<file path="src/verilog/epiv_pkg.sv">
// constants and types shared by the external pin interrupt vector block
package epiv_pkg;
  // ----------------------------------------------------------------
  // vector program addresses
  // ----------------------------------------------------------------
  localparam logic [4:0] VEC_RESET = 5'h00;
  localparam logic [4:0] VEC_EXT_A = 5'h01;
  localparam logic [4:0] VEC_EXT_B = 5'h02;
  localparam logic [4:0] VEC_PC0 = 5'h03;
  localparam logic [4:0] VEC_PC3 = 5'h06;
  localparam logic [4:0] VEC_WDOG = 5'h07;
  localparam logic [4:0] VEC_WIDE_CAP = 5'h08;
  localparam logic [4:0] VEC_WIDE_WRAP = 5'h0B;
  localparam logic [4:0] VEC_NAR_MA = 5'h0C;
  localparam logic [4:0] VEC_NAR_WRAP = 5'h0E;
  localparam logic [4:0] VEC_SERIAL = 5'h0F;
  localparam logic [4:0] VEC_TWO_WIRE = 5'h13;
  localparam int NVEC = 20;
  localparam int NPERIPH = 13;
  localparam int NPIN = 28;
  // ----------------------------------------------------------------
  // pin change groups
  // ----------------------------------------------------------------
  localparam logic [3:0][27:0] PC_GRP_MASK = {
    28'hF000000, 28'h0FF0000, 28'h000FF00, 28'h00000FF};
  // ----------------------------------------------------------------
  // register offsets (byte addresses)
  // ----------------------------------------------------------------
  localparam logic [7:0] OFF_SENSE = 8'h00;
  localparam logic [7:0] OFF_EXT_EN = 8'h04;
  localparam logic [7:0] OFF_EXT_FLAG = 8'h08;
  localparam logic [7:0] OFF_PC_EN = 8'h0C;
  localparam logic [7:0] OFF_PC_FLAG = 8'h10;
  localparam logic [7:0] OFF_MASK0 = 8'h14;
  localparam logic [7:0] OFF_MASK1 = 8'h18;
  localparam logic [7:0] OFF_MASK2 = 8'h1C;
  localparam logic [7:0] OFF_MASK3 = 8'h20;
  localparam logic [7:0] OFF_CTRL = 8'h24;
  localparam logic [7:0] OFF_PINS = 8'h28;
  localparam logic [7:0] OFF_VEC = 8'h2C;
  // ----------------------------------------------------------------
  // reset values
  // ----------------------------------------------------------------
  localparam logic [3:0] SENSE_RST = 4'h0;
  localparam logic [29:0] PIN_RST = 30'h3FFFFFFF;
  // ----------------------------------------------------------------
  // types
  // ----------------------------------------------------------------
  typedef enum logic [1:0] {
    SENSE_LOW = 2'h0,
    SENSE_ANY = 2'h1,
    SENSE_FALL = 2'h2,
    SENSE_RISE = 2'h3
  } epiv_sense_t;
  typedef struct packed {
    logic valid;
    logic [4:0] vec;
  } epiv_irq_t;
endpackage

</file>
<file path="src/verilog/epiv_top.sv">
// external pin interrupt detection and vector dispatch, APB slave
// What this block does
// - reset entry sits at address 0x000
// - pin a to 0x001, pin b to 0x002
// - change groups 0..3 to 0x003..0x006
// - watchdog 0x007, wide timer 0x008..0x00B
// - narrow timer requests to 0x00C..0x00E
// - serial..two-wire requests to 0x00F..0x013
// - pins request even when driven as outputs
// - toggle on enabled group input raises request
// - per-group mask selects contributing inputs
// - pin change detected without I/O clock
// - dedicated pins sense fall, rise, any change or low
// - level mode requests while pin stays low
// - edge sensing needs running I/O clock
// - low level detected without I/O clock
// - only asynchronous detectors wake deep sleep
// - short waking low level raises no interrupt
// - short level wake resumes after sleep
// - sense codes low, any, fall, rise
// - pulse over two clocks always detected
// - edge flag cleared by entry or one
// - pin request needs own and global enable, peripheral request only global
//
// Design decisions made here: the address map and register access over APB.
`timescale 1ns/1ps
module epiv_top (
  input wire logic pclk,
  input wire logic presetn,
  input wire logic [7:0] paddr,
  input wire logic psel,
  input wire logic penable,
  input wire logic pwrite,
  input wire logic [31:0] pwdata,
  output logic [31:0] prdata,
  output logic pready,
  output logic pslverr,
  input wire logic ext_req_pin_a,
  input wire logic ext_req_pin_b,
  input wire logic [27:0] pin_change_inputs,
  input wire logic [12:0] periph_req,
  input wire logic io_clk_run,
  input wire logic irq_ack,
  output logic irq_valid,
  output logic [4:0] irq_vec,
  output logic wake_req
);
  // ----------------------------------------------------------------
  // state
  // ----------------------------------------------------------------
  logic [29:0] sync1_reg;
  logic [29:0] sync2_reg;
  logic [29:0] sync3_reg;
  logic [29:0] filt_reg;
  logic [29:0] prev_reg;
  logic [3:0] sense_reg;
  logic [1:0] ext_en_reg;
  logic [1:0] ext_flag_reg;
  logic [3:0] pc_en_reg;
  logic [3:0] pc_flag_reg;
  logic [27:0] mask_reg;
  logic gie_reg;
  logic [31:0] prdata_reg;
  logic pready_reg;
  logic pslverr_reg;
  epiv_pkg::epiv_irq_t irq_reg;
  epiv_pkg::epiv_irq_t irq_next;
  logic wake_reg;
  logic [29:0] pins_w;
  logic [27:0] pc_chg;
  logic [3:0] grp_chg;
  logic [1:0] edge_w;
  logic [1:0] low_w;
  logic [1:0] ext_req_w;
  logic [19:0] req_w;
  logic setup;
  logic access;
  logic wr;

  // ----------------------------------------------------------------
  // decoding helpers
  // ----------------------------------------------------------------
  function automatic logic edge_hit(
    input logic [1:0] s,
    input logic c,
    input logic p
  );
    case (s)
      epiv_pkg::SENSE_ANY: edge_hit = c ^ p;
      epiv_pkg::SENSE_FALL: edge_hit = p & ~c;
      epiv_pkg::SENSE_RISE: edge_hit = c & ~p;
      default: edge_hit = 1'b0;
    endcase
  endfunction

  function automatic logic [4:0] prio(input logic [19:0] r);
    prio = epiv_pkg::VEC_RESET;
    for (int i = 19; i >= 1; i--) begin
      if (r[i]) begin
        prio = 5'(i);
      end
    end
  endfunction

  function automatic logic mapped(input logic [7:0] a);
    case (a)
      epiv_pkg::OFF_SENSE, epiv_pkg::OFF_EXT_EN,
      epiv_pkg::OFF_EXT_FLAG, epiv_pkg::OFF_PC_EN,
      epiv_pkg::OFF_PC_FLAG, epiv_pkg::OFF_MASK0,
      epiv_pkg::OFF_MASK1, epiv_pkg::OFF_MASK2,
      epiv_pkg::OFF_MASK3, epiv_pkg::OFF_CTRL,
      epiv_pkg::OFF_PINS, epiv_pkg::OFF_VEC: mapped = 1'b1;
      default: mapped = 1'b0;
    endcase
  endfunction

  // ----------------------------------------------------------------
  // pin synchronisers
  // ----------------------------------------------------------------
  // pad levels are sampled whatever the pin direction, so a pin driven
  // by the port itself still triggers
  assign pins_w = {ext_req_pin_b, ext_req_pin_a, pin_change_inputs};

  always_ff @(posedge pclk or negedge presetn) begin
    if (!presetn) begin
      sync1_reg <= epiv_pkg::PIN_RST;
      sync2_reg <= epiv_pkg::PIN_RST;
      sync3_reg <= epiv_pkg::PIN_RST;
    end else begin
      sync1_reg <= pins_w;
      sync2_reg <= sync1_reg;
      sync3_reg <= sync2_reg;
    end
  end

  // a level is accepted once stages two and three agree
  always_ff @(posedge pclk or negedge presetn) begin
    if (!presetn) begin
      filt_reg <= epiv_pkg::PIN_RST;
      prev_reg <= epiv_pkg::PIN_RST;
    end else begin
      filt_reg <= (~(sync2_reg ^ sync3_reg) & sync2_reg)
        | ((sync2_reg ^ sync3_reg) & filt_reg);
      prev_reg <= filt_reg;
    end
  end

  // ----------------------------------------------------------------
  // pin change groups
  // ----------------------------------------------------------------
  assign pc_chg = (filt_reg[27:0] ^ prev_reg[27:0]) & mask_reg;

  for (genvar g = 0; g < 4; g++) begin : g_grp
    assign grp_chg[g] = |(pc_chg & epiv_pkg::PC_GRP_MASK[g]);
  end

  // flag set wins over a clear in the same cycle
  always_ff @(posedge pclk or negedge presetn) begin
    if (!presetn) begin
      pc_flag_reg <= 4'h0;
    end else begin
      for (int g = 0; g < 4; g++) begin
        if (grp_chg[g]) begin
          pc_flag_reg[g] <= 1'b1;
        end else if (wr && paddr == epiv_pkg::OFF_PC_FLAG && pwdata[g]) begin
          pc_flag_reg[g] <= 1'b0;
        end else if (irq_ack && irq_reg.vec == 5'(g + 3)) begin
          pc_flag_reg[g] <= 1'b0;
        end
      end
    end
  end

  // ----------------------------------------------------------------
  // dedicated request pins
  // ----------------------------------------------------------------
  for (genvar e = 0; e < 2; e++) begin : g_ext
    // edges only count while the I/O clock runs
    assign edge_w[e] = io_clk_run
      && edge_hit(sense_reg[2*e+1 -: 2], filt_reg[28+e], prev_reg[28+e]);
    assign low_w[e] = sense_reg[2*e+1 -: 2] == epiv_pkg::SENSE_LOW
      && !filt_reg[28+e];
    // level requests are never latched: a level gone before start-up
    // ends leaves nothing pending, so the core just resumes
    assign ext_req_w[e] = ext_en_reg[e]
      && (low_w[e] || ext_flag_reg[e]);
  end

  always_ff @(posedge pclk or negedge presetn) begin
    if (!presetn) begin
      ext_flag_reg <= 2'h0;
    end else begin
      for (int e = 0; e < 2; e++) begin
        if (sense_reg[2*e+1 -: 2] == epiv_pkg::SENSE_LOW) begin
          ext_flag_reg[e] <= 1'b0;
        end else if (edge_w[e]) begin
          ext_flag_reg[e] <= 1'b1;
        end else if (wr && paddr == epiv_pkg::OFF_EXT_FLAG && pwdata[e]) begin
          ext_flag_reg[e] <= 1'b0;
        end else if (irq_ack && irq_reg.vec == 5'(e + 1)) begin
          ext_flag_reg[e] <= 1'b0;
        end
      end
    end
  end

  // ----------------------------------------------------------------
  // vector dispatch
  // ----------------------------------------------------------------
  // bit index equals program address; bit 0 is the reset entry
  always_comb begin
    req_w = 20'h00000;
    req_w[epiv_pkg::VEC_EXT_A] = ext_req_w[0];
    req_w[epiv_pkg::VEC_EXT_B] = ext_req_w[1];
    req_w[epiv_pkg::VEC_PC3:epiv_pkg::VEC_PC0] = pc_flag_reg & pc_en_reg;
    req_w[epiv_pkg::VEC_TWO_WIRE:epiv_pkg::VEC_WDOG] = periph_req;
    if (!gie_reg) begin
      req_w = 20'h00000;
    end
  end

  always_comb begin
    irq_next.valid = (|req_w) && !irq_ack;
    irq_next.vec = prio(req_w);
  end

  // the vector output parks at the reset entry after reset
  always_ff @(posedge pclk or negedge presetn) begin
    if (!presetn) begin
      irq_reg <= '{valid: 1'b0, vec: epiv_pkg::VEC_RESET};
    end else begin
      irq_reg <= irq_next;
    end
  end

  // ----------------------------------------------------------------
  // wake from deep sleep
  // ----------------------------------------------------------------
  // with the I/O clock stopped only level and pin change paths wake
  always_ff @(posedge pclk or negedge presetn) begin
    if (!presetn) begin
      wake_reg <= 1'b0;
    end else begin
      wake_reg <= !io_clk_run
        && (|(low_w & ext_en_reg) || |(grp_chg & pc_en_reg));
    end
  end

  // ----------------------------------------------------------------
  // APB slave
  // ----------------------------------------------------------------
  assign setup = psel && !penable;
  assign access = psel && penable && pready_reg;
  assign wr = access && pwrite;

  // one wait-free access: data and error prepared during setup
  always_ff @(posedge pclk or negedge presetn) begin
    if (!presetn) begin
      pready_reg <= 1'b0;
      pslverr_reg <= 1'b0;
      prdata_reg <= 32'h00000000;
    end else begin
      pready_reg <= setup;
      pslverr_reg <= setup && !mapped(paddr);
      prdata_reg <= 32'h00000000;
      if (setup && !pwrite) begin
        case (paddr)
          epiv_pkg::OFF_SENSE: prdata_reg <= {28'h0, sense_reg};
          epiv_pkg::OFF_EXT_EN: prdata_reg <= {30'h0, ext_en_reg};
          epiv_pkg::OFF_EXT_FLAG: prdata_reg <= {30'h0, ext_flag_reg};
          epiv_pkg::OFF_PC_EN: prdata_reg <= {28'h0, pc_en_reg};
          epiv_pkg::OFF_PC_FLAG: prdata_reg <= {28'h0, pc_flag_reg};
          epiv_pkg::OFF_MASK0: prdata_reg <= {24'h0, mask_reg[7:0]};
          epiv_pkg::OFF_MASK1: prdata_reg <= {24'h0, mask_reg[15:8]};
          epiv_pkg::OFF_MASK2: prdata_reg <= {24'h0, mask_reg[23:16]};
          epiv_pkg::OFF_MASK3: prdata_reg <= {28'h0, mask_reg[27:24]};
          epiv_pkg::OFF_CTRL: prdata_reg <= {31'h0, gie_reg};
          epiv_pkg::OFF_PINS: prdata_reg <= {2'h0, filt_reg};
          epiv_pkg::OFF_VEC: prdata_reg <= {26'h0, irq_reg};
          default: prdata_reg <= 32'h00000000;
        endcase
      end
    end
  end

  always_ff @(posedge pclk or negedge presetn) begin
    if (!presetn) begin
      sense_reg <= epiv_pkg::SENSE_RST;
      ext_en_reg <= 2'h0;
      pc_en_reg <= 4'h0;
      mask_reg <= 28'h0000000;
      gie_reg <= 1'b0;
    end else if (wr) begin
      case (paddr)
        epiv_pkg::OFF_SENSE: sense_reg <= pwdata[3:0];
        epiv_pkg::OFF_EXT_EN: ext_en_reg <= pwdata[1:0];
        epiv_pkg::OFF_PC_EN: pc_en_reg <= pwdata[3:0];
        epiv_pkg::OFF_MASK0: mask_reg[7:0] <= pwdata[7:0];
        epiv_pkg::OFF_MASK1: mask_reg[15:8] <= pwdata[7:0];
        epiv_pkg::OFF_MASK2: mask_reg[23:16] <= pwdata[7:0];
        epiv_pkg::OFF_MASK3: mask_reg[27:24] <= pwdata[3:0];
        epiv_pkg::OFF_CTRL: gie_reg <= pwdata[0];
        default: gie_reg <= gie_reg;
      endcase
    end
  end

  assign prdata = prdata_reg;
  assign pready = pready_reg;
  assign pslverr = pslverr_reg;
  assign irq_valid = irq_reg.valid;
  assign irq_vec = irq_reg.vec;
  assign wake_req = wake_reg;

  logic [19:0] below_w;
  assign below_w = 20'((20'h00001 << irq_reg.vec) - 20'h00001);
endmodule
</file>
<file path="config.mk">
export PLATFORM = sky130hd
export DESIGN_NAME = epiv_top
export DESIGN_NICKNAME = d
export VERILOG_FILES = /design/src/verilog/epiv_pkg.sv /design/src/verilog/epiv_top.sv
export SDC_FILE = /design/constraint.sdc
export NUM_CORES = 1
export LEC_CHECK = 0
export BUFFER_PORTS_ARGS = -buffer_cell sky130_fd_sc_hd__buf_2
export CAP_MARGIN = 20
export CORE_ASPECT_RATIO = 0.6
export CORE_MARGIN = 4
export CORE_UTILIZATION = 30
export CTS_CLUSTER_DIAMETER = 80
export DETAILED_ROUTE_END_ITERATION = 10
export GPL_TIMING_DRIVEN = 0
export SETUP_SLACK_MARGIN = 0.02
export SYNTH_ARGS = -nofsm -noshare
export SYNTH_HDL_FRONTEND = slang
export SYNTH_SLANG_ARGS = --single-unit
</file>
<file path="constraint.sdc">
create_clock -name pclk -period 4.7 [get_ports pclk]
set_clock_uncertainty 0.2 [all_clocks]
set_input_delay 0.94 -clock pclk [delete_from_list [all_inputs] [get_ports pclk]]
set_output_delay 0.94 -clock pclk [all_outputs]
set_load 0.02 [all_outputs]
</file>
## Word level (Yosys, flattened, before mapping)

Index checks and enable logic that the tools add are counted.

| word-level totals | value |
|---|---|
| register bits after elaboration | 236 |

| cells by class | value |
|---|---|
| reduce and logical (&&, ||, !) cells | 63 |
| mux-type cells | 45 |
| eq/ne operators | 23 |
| bitwise logic cells | 20 |

Operators with widths:

| operator | count |
|---|---|
| $pmux W30 S12 | 1 |
| $mux W5 | 19 |
| $and A30 B30 Y30 | 2 |
| $eq A8 B5 Y1 const B | 4 |
| $eq A8 B6 Y1 const B | 4 |
| $mux W30 | 1 |
| $not A30 Y30 | 1 |
| $or A30 B30 Y30 | 1 |
| $xor A30 B30 Y30 | 1 |
| $and A28 B28 Y28 | 1 |
| $logic_and A1 B1 Y1 | 28 |
| $xor A28 B28 Y28 | 1 |
| $reduce_or A8 Y1 | 3 |
| $mux W1 | 21 |
| $mux W20 | 1 |
| $reduce_or A20 Y1 | 1 |
| $eq A8 B4 Y1 const B | 2 |
| $reduce_and A2 Y1 | 8 |
| $eq A5 B3 Y1 const B | 3 |
| $reduce_bool A3 Y1 | 4 |
| $reduce_or A12 Y1 | 1 |
| $eq A5 B2 Y1 const B | 2 |
| $and A4 B4 Y4 | 2 |
| $eq A2 B2 Y1 const B | 4 |
| 15 further kinds | 35 |

## Depth between registers and ports, before layout

Gate-level depths: netlist (run 1).

| logic depth | value |
|---|---|
| depth in word-level cells | 24 |
| depth in mapped cells | 8 |
| depth with buffers taken out | 6 |

## Worst setup path after synthesis (run 1)

No wires, ideal clock.

| timing path | value |
|---|---|
| path kind | input -> register |
| from | in paddr[4] |
| to | reg pc_en_reg[0] |
| library setup time | 128 ps |
| arrival | 2170 ps |
| stages on the path | 6 |
| path buffers | 1 |
| path slack | 2202 ps |
| required time | 4372 ps |
| path through | buf_6 -> or3_4 -> nor2_4 -> nand2_1 -> nor2_2 -> mux2_1 |

| on the way | value |
|---|---|
| cells in the longest elaborated chain, start to end | 2 |

RTL lines:

| element | line | source |
|---|---|---|
| start, declared | epiv_top.sv:30 | `input wire logic [7:0] paddr,` |
| $eq A8 B4 Y1 | epiv_top.sv:294 | `case (paddr)` |
| $reduce_and A2 Y1 (no line) | - |  |
| end signal, assigned | epiv_top.sv:297 | `epiv_pkg::OFF_PC_EN: pc_en_reg <= pwdata[3:0];` |
| end, declared | epiv_top.sv:59 | `logic [3:0] pc_en_reg;` |

Every way passes these cells.
A chain may end at the register's enable or synchronous reset.

## Final worst setup path (run 1)

| timing path | value |
|---|---|
| from | in paddr[3] |
| to | reg prdata_reg[13] (netlist: prdata[13]) |

| on the way | value |
|---|---|
| cells in the longest elaborated chain, start to end | 3 |
| elaborated cells on any way between the ends | 14 |
| those cells by class | 11 x eq/ne; 2 x mux; 1 x reduce/logical |

RTL lines:

| element | line | source |
|---|---|---|
| $eq A8 B6 Y1 (tied with other cells) | epiv_top.sv:267 | `case (paddr)` |
| $pmux W30 S12 (*) | epiv_top.sv:267 |  |
| $mux W30 (*) | epiv_top.sv:266 | `if (setup && !pwrite) begin` |
| end signal, assigned | epiv_top.sv:268 | `epiv_pkg::OFF_SENSE: prdata_reg <= {28'h0, sense_reg};` |
| end signal, assigned | epiv_top.sv:269 | `epiv_pkg::OFF_EXT_EN: prdata_reg <= {30'h0, ext_en_reg};` |
| end signal, assigned | epiv_top.sv:270 | `epiv_pkg::OFF_EXT_FLAG: prdata_reg <= {30'h0, ext_flag_reg};` |
| end, declared | epiv_top.sv:63 | `logic [31:0] prdata_reg;` |

Every way passes the cells marked *; elsewhere a longest branch is shown, timed or not.

==> summary.txt, run 1 <==
Power and ir drop
  – Worst vdd ir: 0.2242 mV
  – Pwr dens: 421.5 nW/um2
  – Total chip power: 4.467 mW
  – Static leakage: 4.675 nW

GRT
  – Antenna violations before repair: 3
  – Largest net degree at the start of global routing: 98
  – Vias in the first global route: 5335
  – Gr ovfl total: 0
  – First-pass GRT wire length: 33.63 mm
  – GRT Util Overall: 13.57%

Critical path
  – Kind of critical path: input pin to flip-flop
  – CP Launch Type: input pin
  – Worst Path Arrival: 3.21 ns
  – Flop2flop setup slack: 2.76 ns
  – Critical path endpoint category: flip-flop
  – Worst path required time: 4.96 ns
  – Worst Path Max Fanout: 10
  – Reg2reg path depth: 6
  – Critical path startpoint: paddr[3]
  – RR Endpoint: irq_valid$_DFF_PN0_

Clock tree
  – Post-CTS Setup Bufs: 0
  – Clk sinks: 234
  – CTS tree: done
  – Clock Root Buffer: clkbuf_16
  – Cts bufs inserted: 24
  – Clock-pin slew on the worst setup and hold paths: 0.06 ns
  – Post-CTS resize count: 0
  – H-tree levels: 1
  – CTS max path bufs: 3
  – Clock Latency Late Sink: 0.53 ns
  – Hold_buf cts: 0

Synth
  – Most used DFF post-synth: dfstp_2
  – Largest family of logic cells by synthesized area: simple AND/OR/NAND/NOR gates
  – Synthesized instance count: 609
  – Synthesized area: 8741 um2
  – Ys Warns: 0
  – Post-synthesis sequential area ratio: 69.14%
  – Post-synth EDFFs: 0
  – Ys async rst share: 100.0%
  – Library cells used by synthesis: 57
  – Yosys top cell by area: dfstp_2
  – Post-synthesis simple-gate area fraction: 8.517%
  – Synth Area per Inst: 14.35 um2
  – Seq cells post-synth: 234
  – Synth top area share: 45.09%
  – Largest cells by area after synthesis: dfstp_2, dfrtp_1, mux2_1
  – Compound-cell area share of the yosys netlist: 7.443%
  – Post-synthesis xor/xnor area fraction: 2.806%
  – Post-synthesis adder-cell area fraction: 4.008%
  – Post-synthesis mux area share: 6.441%

Die
  – IO Pins: 131
  – Initial core utilization: 30.45%
  – FP Rows: 48
  – Vert. Die Dim: 140.2 um
  – CORE AREA: 28710 um2
  – Die X: 228.4 um
  – Die Area: 32020 um2

Cells and area
  – Most common cell after layout, fill and taps aside: dfstp_2
  – Final nets: 832
  – Most frequent cells in the layout: dfstp_2, buf_2, dfrtp_1, mux2_1
  – Share of cells above drive strength 1: 43.78%
  – Area Overhead vs Synth: 21.24%
  – Fill cell count: 2819
  – Final Core Density: 36.92%

Place
  – Detailed Place HPWL: 15.58 mm
  – Gpl congestion: 0.9023
  – Port-buffer cells: 100

Timing
  – F_max: 0.3391 GHz
  – RSZ-0062 raised after global routing: no
  – Final setup fails: 0
  – Slew @ Worst Pin: 0.8222 ns
  – Pins Over Slew Limit: 0
  – Hold Violations, Final: 0
  – Period minus WS final: 2.949 ns
  – Worst slew margin: 44.77%
  – Final worst-path cycle share: 62.75%

Routing
  – Avg WL per Cell: 19.31 um
  – DR vias/cell: 4.623
  – DR vias: 5238
  – Remaining antenna violation count: 0
  – First-pass DRT Iterations: 4
  – Drt drc: 0
  – DRT iter0 DRCs: 310
  – Total wire length: 21.88 mm

Status
  – Run status: completed

Job
  – Max cap viols: 0

Min path
  – Min-Delay Path Class: input pin to asynchronous set/reset pin
-- report_power, final --
group | internal, mW | switching, mW | total (mW)
clock | 1.14 | 0.796 | 1.94
sequential | 2.19 | 0.0826 | 2.27
combinational | 0.101 | 0.151 | 0.252
total | 3.44 | 1.03 | 4.47
-- how the worst max path moves through the flow --
stage | end | slack, ns
finish | prdata[13]$_DFF_PN0_ | 1.75
CTS | prdata[13]$_DFF_PN0_ | 1.78
detailed placement | prdata[13]$_DFF_PN0_ | 1.21
global route | prdata[14]$_DFF_PN0_ | 1.66
floorplan | pc_en_reg[0]$_DFFE_PN0P_ | 2.20
global placement | prdata[25]$_DFF_PN0_ | -1.54
-- worst max-delay path: stages --
cell      delay (ns)
buf_2           0.25
nor2b_1         0.16
buf_2           0.24
nand2_2         0.18
nor3_1          0.71
clkbuf_1        0.51
and2_1          0.21
-- synthesized netlist by cell type, types with 2 or more instances --
master and instances:
ha_1 4, mux2i_1 9, o21ai_0 7, nor3_1 10, xor2_1 28, nand3_1 11, nor2_1 30, inv_1 11
a31oi_1 10, a22oi_1 24, nor2_2 4, dfrtp_1 84, buf_6 2, o211ai_1 2, nand2_1 26, a21o_1 5
a22o_1 3, or2_2 3, mux2_2 10, buf_4 3, nor4_1 3, nand2b_1 5, maj3_1 30, a21oi_1 19
clkbuf_1 4, o21ai_1 4, o41ai_1 4, nor2b_1 3, a221oi_1 2, buf_2 7, and2_1 25, o31ai_1 3
a211oi_1 2, nand3b_1 2, dfstp_2 150, nor2_4 4, nand2_2 2, nand4_1 4, mux2_1 32
-- per-layer routing --
| layer | share of wire [%] | vias to the layer above | wire [um] | track usage (%) |
|---|---|---|---|---|
| met2 | 38 | 165 | 8266 | 16.88 |
| met3 | 6.4 | 41 | 1403 | 3.537 |
| met5 | 0 | - | 0 | 0 |
| met1 | 53 | 2636 | 11680 | 22.41 |
| met4 | 2.4 | 0 | 534 | 3.766 |
| li1 | - | 2396 | - | - |
-- layout make-up --
class / instances / area [um2] / share of cell area, %
buffer: 17 / 98.84 / 0.9327
antenna: 2 / 5.005 / 0.04723
sequential: 234 / 6043 / 57.02
clock inverter: 8 / 75.07 / 0.7084
clock buffer: 36 / 738.2 / 6.966
tap: 375 / 469.2 / 4.427
inverter: 11 / 41.29 / 0.3896
timing repair buffer: 102 / 565.5 / 5.336
multi-input combinational: 348 / 2561 / 24.17
-- per-stage QoR --
stage	worst slack, ns	hold slack (ns)	cell area, um2	setup TNS, ns	cells
2_1_floorplan	2.202	0.1452	8745	0	610
3_3_place_gp	-1.537	0.1459	9714	-139.41	1085
5_1_grt	1.664	0.1505	10600	0	1133
3_5_place_dp	1.215	0.1468	9779	0	1087
4_1_cts	1.779	0.1302	10590	0	1131
6_report	1.751	0.1352	10600	0	1133
-- logic make-up after synthesis --
logic type / Yosys count
adder cells (fa/ha/maj): 34
AO/OA/AOI/OAI: 94
flip-flops: 234
buffers and inverters: 28
multiplexers: 51
XOR/XNOR: 28
AND/OR/NAND/NOR: 139
other: 1
(Power assumes the default switching activity.)
==> run 2: changes to the inputs <==
- clock period: 4.7 -> 2.5 ns (I/O delays scaled with it)
==> run 2 against run 1 <==
Net effect: flip-flop and latch count unchanged; combinational power increased by 100%; critical path depth unchanged; total power increased by 89%; non-clock buffer count increased by 34; critical endpoint is now prdata[1]$_DFF_PN0_.
==> summary.txt, run 2 (synthesis results as in run 1) <==
Place
  – DP Cell Count: 1087 (unchanged)
  – Port-buffer cells: 100 (unchanged)
  – Gpl congestion: 0.9023 (unchanged)
  – Detailed Place HPWL: 15.58 mm (unchanged)
  – Placed instance area: 9779 um2 (unchanged)

Routing
  – Total wire length: 21.99 mm (was 21.88 mm)
  – Avg WL per Cell: 18.84 um (was 19.31 um)
  – Drt drc: 0 (unchanged)
  – Remaining antenna violation count: 0 (unchanged)
  – DR vias/cell: 4.586 (was 4.623)
  – First-pass DRT Iterations: 5 (was 4)
  – DR vias: 5352 (was 5238)
  – DRT iter0 DRCs: 337 (was 310)

Power and ir drop
  – Psw: 1.934 mW (was 1.029 mW)
  – Static leakage: 4.819 nW (was 4.675 nW)
  – Clock share of power: 43.2% (was 43.4%)
  – Switching Share: 22.94% (was 23.04%)
  – Pwr dens: 770.3 nW/um2 (was 421.5 nW/um2)
  – Total chip power: 8.430 mW (was 4.467 mW)
  – Internal: 6.496 mW (was 3.438 mW)
  – Worst vdd ir: 0.4217 mV (was 0.2242 mV)
  – Sequential power share: 50.7% (was 50.9%)
  – Logic gate share of total power: 6.1% (was 5.6%)

GRT
  – Antenna violations before repair: 3 (unchanged)
  – GRT Util Overall: 13.70% (was 13.57%)
  – Vias in the first global route: 5444 (was 5335)
  – Gr ovfl total: 0 (unchanged)
  – First-pass GRT wire length: 34.09 mm (was 33.63 mm)
  – Largest net degree at the start of global routing: 98 (unchanged)

Timing
  – Hold Violations, Final: 0 (unchanged)
  – Worst slew margin: 57.13% (was 44.77%)
  – Final setup fails: 0 (unchanged)
  – Setup TNS Final: 0 ns (unchanged)
  – Slew @ Worst Pin: 0.6348 ns (was 0.8222 ns)
  – Period minus WS final: 2.309 ns
  – F_max: 0.4331 GHz
  – Pins Over Slew Limit: 0 (unchanged)
  – RSZ-0062 raised after global routing: no (unchanged)
  – Final worst-path cycle share: 92.35%

Job
  – Max cap viols: 0 (unchanged)

Clock tree
  – Cts bufs inserted: 24 (unchanged)
  – Clk sinks: 234 (unchanged)
  – Clock-pin slew on the worst setup and hold paths: 0.07 ns (was 0.06 ns)
  – H-tree levels: 1 (unchanged)
  – CTS tree: done (unchanged)
  – Clock Root Buffer: clkbuf_16 (unchanged)
  – Clock Latency Late Sink: 0.53 ns (about the same)
  – CTS max path bufs: 3 (unchanged)

Cells and area
  – Area taken by multi-input logic gates: 2566 um2 (was 2561 um2)
  – Register area: 6045 um2 (was 6043 um2)
  – Non-Filler Cell Area, Final: 10940 um2 (was 10600 um2)
  – Final nets: 866 (was 832)
  – Most frequent cells in the layout: dfstp_2, buf_2, dfrtp_1, dlygate4sd3_1, mux2_1 (was dfstp_2, buf_2, dfrtp_1, mux2_1)
  – Most common cell after layout, fill and taps aside: dfstp_2 (unchanged)
  – Fill cell count: 2783 (was 2819)
  – Area Overhead vs Synth: 25.21% (was 21.24%)
  – Share of cells above drive strength 1: 42.15% (was 43.78%)
  – Fin cells: 1167 (was 1133)

Critical path
  – Worst Path Arrival: 2.57 ns (was 3.21 ns)
  – Critical path endpoint category: flip-flop (unchanged)
  – Worst Path Max Fanout: 4 (was 10)
  – Kind of critical path: flip-flop to flip-flop (was input pin to flip-flop)
  – CP Launch Type: flip-flop (was input pin)
  – Worst path required time: 2.76 ns (was 4.96 ns)

Status
  – Run status: completed (unchanged)

Min path
  – Min-Delay Path Class: input pin to flip-flop (was input pin to asynchronous set/reset pin)

Die
  – Initial core utilization: 30.45% (unchanged)
  – Die Area: 32020 um2 (unchanged)
  – Die X: 228.4 um (unchanged)
  – IO Pins: 131 (unchanged)
  – CORE AREA: 28710 um2 (unchanged)
  – FP Rows: 48 (unchanged)
  – Vert. Die Dim: 140.2 um (unchanged)
run 2: cell type report:
type / count / area share, %
antenna: 2 / 0.04573
buffer: 17 / 0.9032
clock buffer: 36 / 6.745
clock inverter: 8 / 0.6860
inverter: 11 / 0.3773
multi-input combinational: 348 / 23.45
sequential: 234 / 55.23
tap: 375 / 4.287
timing repair buffer: 136 / 8.277
run 2: per-stage QoR:
step / setup WS, ns / hold slack, ns / util (%)
detailed placement: -0.5454 / 0.1468 / 34.07
floorplan: 0.4425 / 0.004409 / -
global route: 0.05520 / 0.01293 / 38.12
global placement: -3.297 / 0.1459 / 33.84
finish: 0.1912 / 0.02734 / 38.12
CTS: 0.1437 / 0.004437 / 38.10
run 2: critical path, stage by stage (launching register included):
cell,delay [ns]
dfrtp_1,0.42
mux2i_1,0.12
o2bb2ai_1,0.22
nand3_1,0.12
o211ai_2,0.09
o21ai_1,0.10
a2111oi_2,0.38
dlygate4sd3_1,0.61
run 2: metal layers:
metal	vias up	global-route usage (%)	wire, um
li1	2467	-	-
met1	2666	22.62	11580
met2	178	17.15	8312
met3	41	3.577	1581
met4	0	3.637	521
met5	-	0	0
run 2: power groups by stage:
stage	combinational, mW	clock, mW	sequential [mW]
after floorplan	0.229	0	4.29
after global placement	0.466	0	4.33
after detailed placement	0.481	0	4.34
after CTS	0.522	3.78	4.28
after global routing	0.574	3.94	4.30
final	0.514	3.64	4.28
run 2: path summary, 6_finish.rpt:
| kind | from | end | slack (ns) | depth (start not counted) |
|---|---|---|---|---|
| max | pc_en_reg[1]$_DFFE_PN0P_ | prdata[1]$_DFF_PN0_ | 0.19 | 7 |
| min | pwdata[7] | mask_reg[7]$_DFFE_PN0P_ | 0.03 | 2 |
| max reg2reg | pc_en_reg[1]$_DFFE_PN0P_ | prdata[1]$_DFF_PN0_ | 0.19 | 7 |
| min reg2reg | sync1_reg[22]$_DFF_PN1_ | sync2_reg[22]$_DFF_PN1_ | 0.15 | 0 |
| max in group asynchronous | presetn | sync2_reg[27]$_DFF_PN1_ | 0.94 | 3 |
| min in group asynchronous | presetn | prdata[10]$_DFF_PN0_ | 0.29 | 2 |
run 2: timing repair:
item,in CTS,in global routing
resized for setup,1,1
hold buffers,34,0
endpoints found under the setup margin,1,1
buffers inserted,0,0
cloned,0,0
endpoints found under the hold margin,65,0
==> run 3: changes to the inputs <==
- BUFFER_PORTS_ARGS: -buffer_cell sky130_fd_sc_hd__buf_2 -> not set
- DONT_BUFFER_PORTS: not set -> 1
- RECOVER_POWER: not set -> 50
- clock period: 2.5 -> 2.8 ns (I/O delays scaled with it)
==> run 3 against run 2 <==
Net effect: combinational power decreased by 36%; the flow now finishes with violations (hold timing); global-route usage is 0.17 points lower; die area did not move; flip-flop and latch count unchanged; clock-buffer cell count is 1 lower; largest power group unchanged; routed wire length down 2.6%; cell count is 8.3% lower; first-iteration DRC count grew 12%.
==> summary.txt, run 3 (synthesis results as in run 1) <==
Cells and area
  – Share of cells above drive strength 1: 32.42% (was 42.15%)
  – Most common cell after layout, fill and taps aside: dfstp_2 (unchanged)
  – Final Core Density: 36.15% (was 38.12%)
  – Non-Filler Cell Area, Final: 10380 um2 (was 10940 um2)
  – Most frequent cells in the layout: dfstp_2, dfrtp_1, dlygate4sd3_1, mux2_1 (was dfstp_2, buf_2, dfrtp_1, dlygate4sd3_1, mux2_1)
  – Area Overhead vs Synth: 18.72% (was 25.21%)
  – Final nets: 771 (was 866)

Die
  – Die X: 228.4 um (unchanged)
  – Initial core utilization: 30.45% (unchanged)
  – Vert. Die Dim: 140.2 um (unchanged)
  – FP Rows: 48 (unchanged)
  – CORE AREA: 28710 um2 (unchanged)
  – IO Pins: 131 (unchanged)
  – Die Area: 32020 um2 (unchanged)

Timing
  – F_max: 0.3785 GHz
  – RSZ-0062 raised after global routing: no (unchanged)
  – Slew @ Worst Pin: 0.8534 ns (was 0.6348 ns)
  – Hold Slack: -0.4588 ns (was 0.02734 ns)
  – Final worst-path cycle share: 94.36%
  – Period minus WS final: 2.642 ns
  – Hold Violations, Final: 234 (was 0)
  – Final setup fails: 0 (unchanged)
  – Pins Over Slew Limit: 0 (unchanged)
  – Worst slew margin: 42.67% (was 57.13%)

Critical path
  – CP Launch Type: input pin (was flip-flop)
  – Worst Path Max Fanout: 10 (was 4)
  – Critical path endpoint category: flip-flop (unchanged)
  – Worst Path Arrival: 2.89 ns (was 2.57 ns)
  – Worst path required time: 3.05 ns (was 2.76 ns)
  – Kind of critical path: input pin to flip-flop (was flip-flop to flip-flop)

Clock tree
  – Post-CTS Setup Bufs: 0 (unchanged)
  – Post-CTS resize count: 0 (was 1)
  – Clk sinks: 234 (unchanged)
  – Clock Latency Late Sink: 0.52 ns (was 0.53 ns)
  – CTS tree: done (unchanged)
  – Hold_buf cts: 42 (was 34)
  – Clock-pin slew on the worst setup and hold paths: 0.06 ns (was 0.07 ns)
  – Clock Root Buffer: clkbuf_16 (unchanged)
  – CTS max path bufs: 3 (unchanged)
  – H-tree levels: 1 (unchanged)
  – Cts bufs inserted: 23 (was 24)

Power and ir drop
  – Worst vdd ir: 0.4132 mV (was 0.4217 mV)
  – Static leakage: 4.339 nW (was 4.819 nW)
  – Pwr dens: 693.8 nW/um2 (was 770.3 nW/um2)

Routing
  – DR vias: 5069 (was 5352)
  – Remaining antenna violation count: 0 (unchanged)
  – First-pass DRT Iterations: 5 (unchanged)
  – DR vias/cell: 4.737 (was 4.586)
  – DRT iter0 DRCs: 379 (was 337)
  – Avg WL per Cell: 20.02 um (was 18.84 um)
  – Drt drc: 0 (unchanged)
  – Total wire length: 21.42 mm (was 21.99 mm)

Min path
  – Min-Delay Path Class: input pin to asynchronous set/reset pin (was input pin to flip-flop)

GRT
  – Antenna violations before repair: 1 (was 3)
  – Vias in the first global route: 5231 (was 5444)
  – Largest net degree at the start of global routing: 235 (was 98)
  – Gr ovfl total: 0 (unchanged)
  – GRT Util Overall: 13.53% (was 13.70%)
  – First-pass GRT wire length: 33.30 mm (was 34.09 mm)

Status
  – Failing checks: hold timing
  – Run status: finished with violations (was completed)

Place
  – Placed instance area: 9214 um2 (was 9779 um2)
  – Port-buffer cells: 0 (was 100)
  – Detailed Place HPWL: 14.63 mm (was 15.58 mm)
  – Gpl congestion: 0.8858 (was 0.9023)

Job
  – Max cap viols: 0 (unchanged)
[run 3: worst paths after layout]
kind | startpoint | to | slack (ns) | cells past startpoint
max in group asynchronous | presetn | sync2_reg[29]$_DFF_PN1_ | 2.49 | 0
setup / recovery | psel | prdata[15]$_DFF_PN0_ | 0.16 | 7
hold reg to reg | sync1_reg[4]$_DFF_PN1_ | sync2_reg[4]$_DFF_PN1_ | 0.15 | 0
hold / removal | presetn | prdata[12]$_DFF_PN0_ | -0.46 | 0
setup reg to reg | irq_vec[1]$_DFF_PN0_ | prdata[1]$_DFF_PN0_ | 0.23 | 7
min in group pclk | io_clk_run | ext_flag_reg[0]$_DFFE_PN0P_ | 0.04 | 2
[run 3: final cells by class]
class,instances,area [um2]
Inverter,11,41.29
Buffer,17,98.84
Tap cell,375,469.2
Sequential cell,234,6043
Fill cell,2773,18330
Multi-Input combinational cell,348,2561
Clock inverter,7,70.07
Clock buffer,35,670.6
Timing Repair Buffer,42,420.4
Antenna cell,1,2.502
[run 3: layer usage]
| metal | routed length [um] | vias up | track usage (%) |
|---|---|---|---|
| met2 | 8374 | 174 | 17.79 |
| met4 | 323 | 2 | 2.221 |
| li1 | - | 2282 | - |
| met5 | 20 | - | 0 |
| met1 | 11020 | 2576 | 21.51 |
| met3 | 1689 | 35 | 4.593 |
[run 3: worst max-delay path, stage by stage]
cell and delay [ns]:
dlygate4sd3_1 0.53, nand2b_1 0.10, nor2_1 0.15, nand4_1 0.14
nor3_1 0.69, clkbuf_1 0.50, and2_1 0.21
[run 3: report_power, final]
part           leakage (nW)  internal [mW]  switching [mW]  total, mW
logic                  1.25          0.165           0.162      0.327
registers              2.73           3.68           0.150       3.83
clock network         0.363           1.75            1.29       3.04
[run 3: metrics by stage]
step | cells | setup slack [ns] | total power, mW | TNS, ns
global placement | 985 | -0.3096 | 4.149 | -4.493
floorplan | 610 | 0.6825 | 4.035 | 0
global route | 1069 | 0.06577 | 7.555 | 0
detailed placement | 985 | -0.2951 | 4.155 | -4.002
CTS | 1069 | 0.2056 | 7.340 | 0
finish | 1070 | 0.1580 | 7.200 | 0
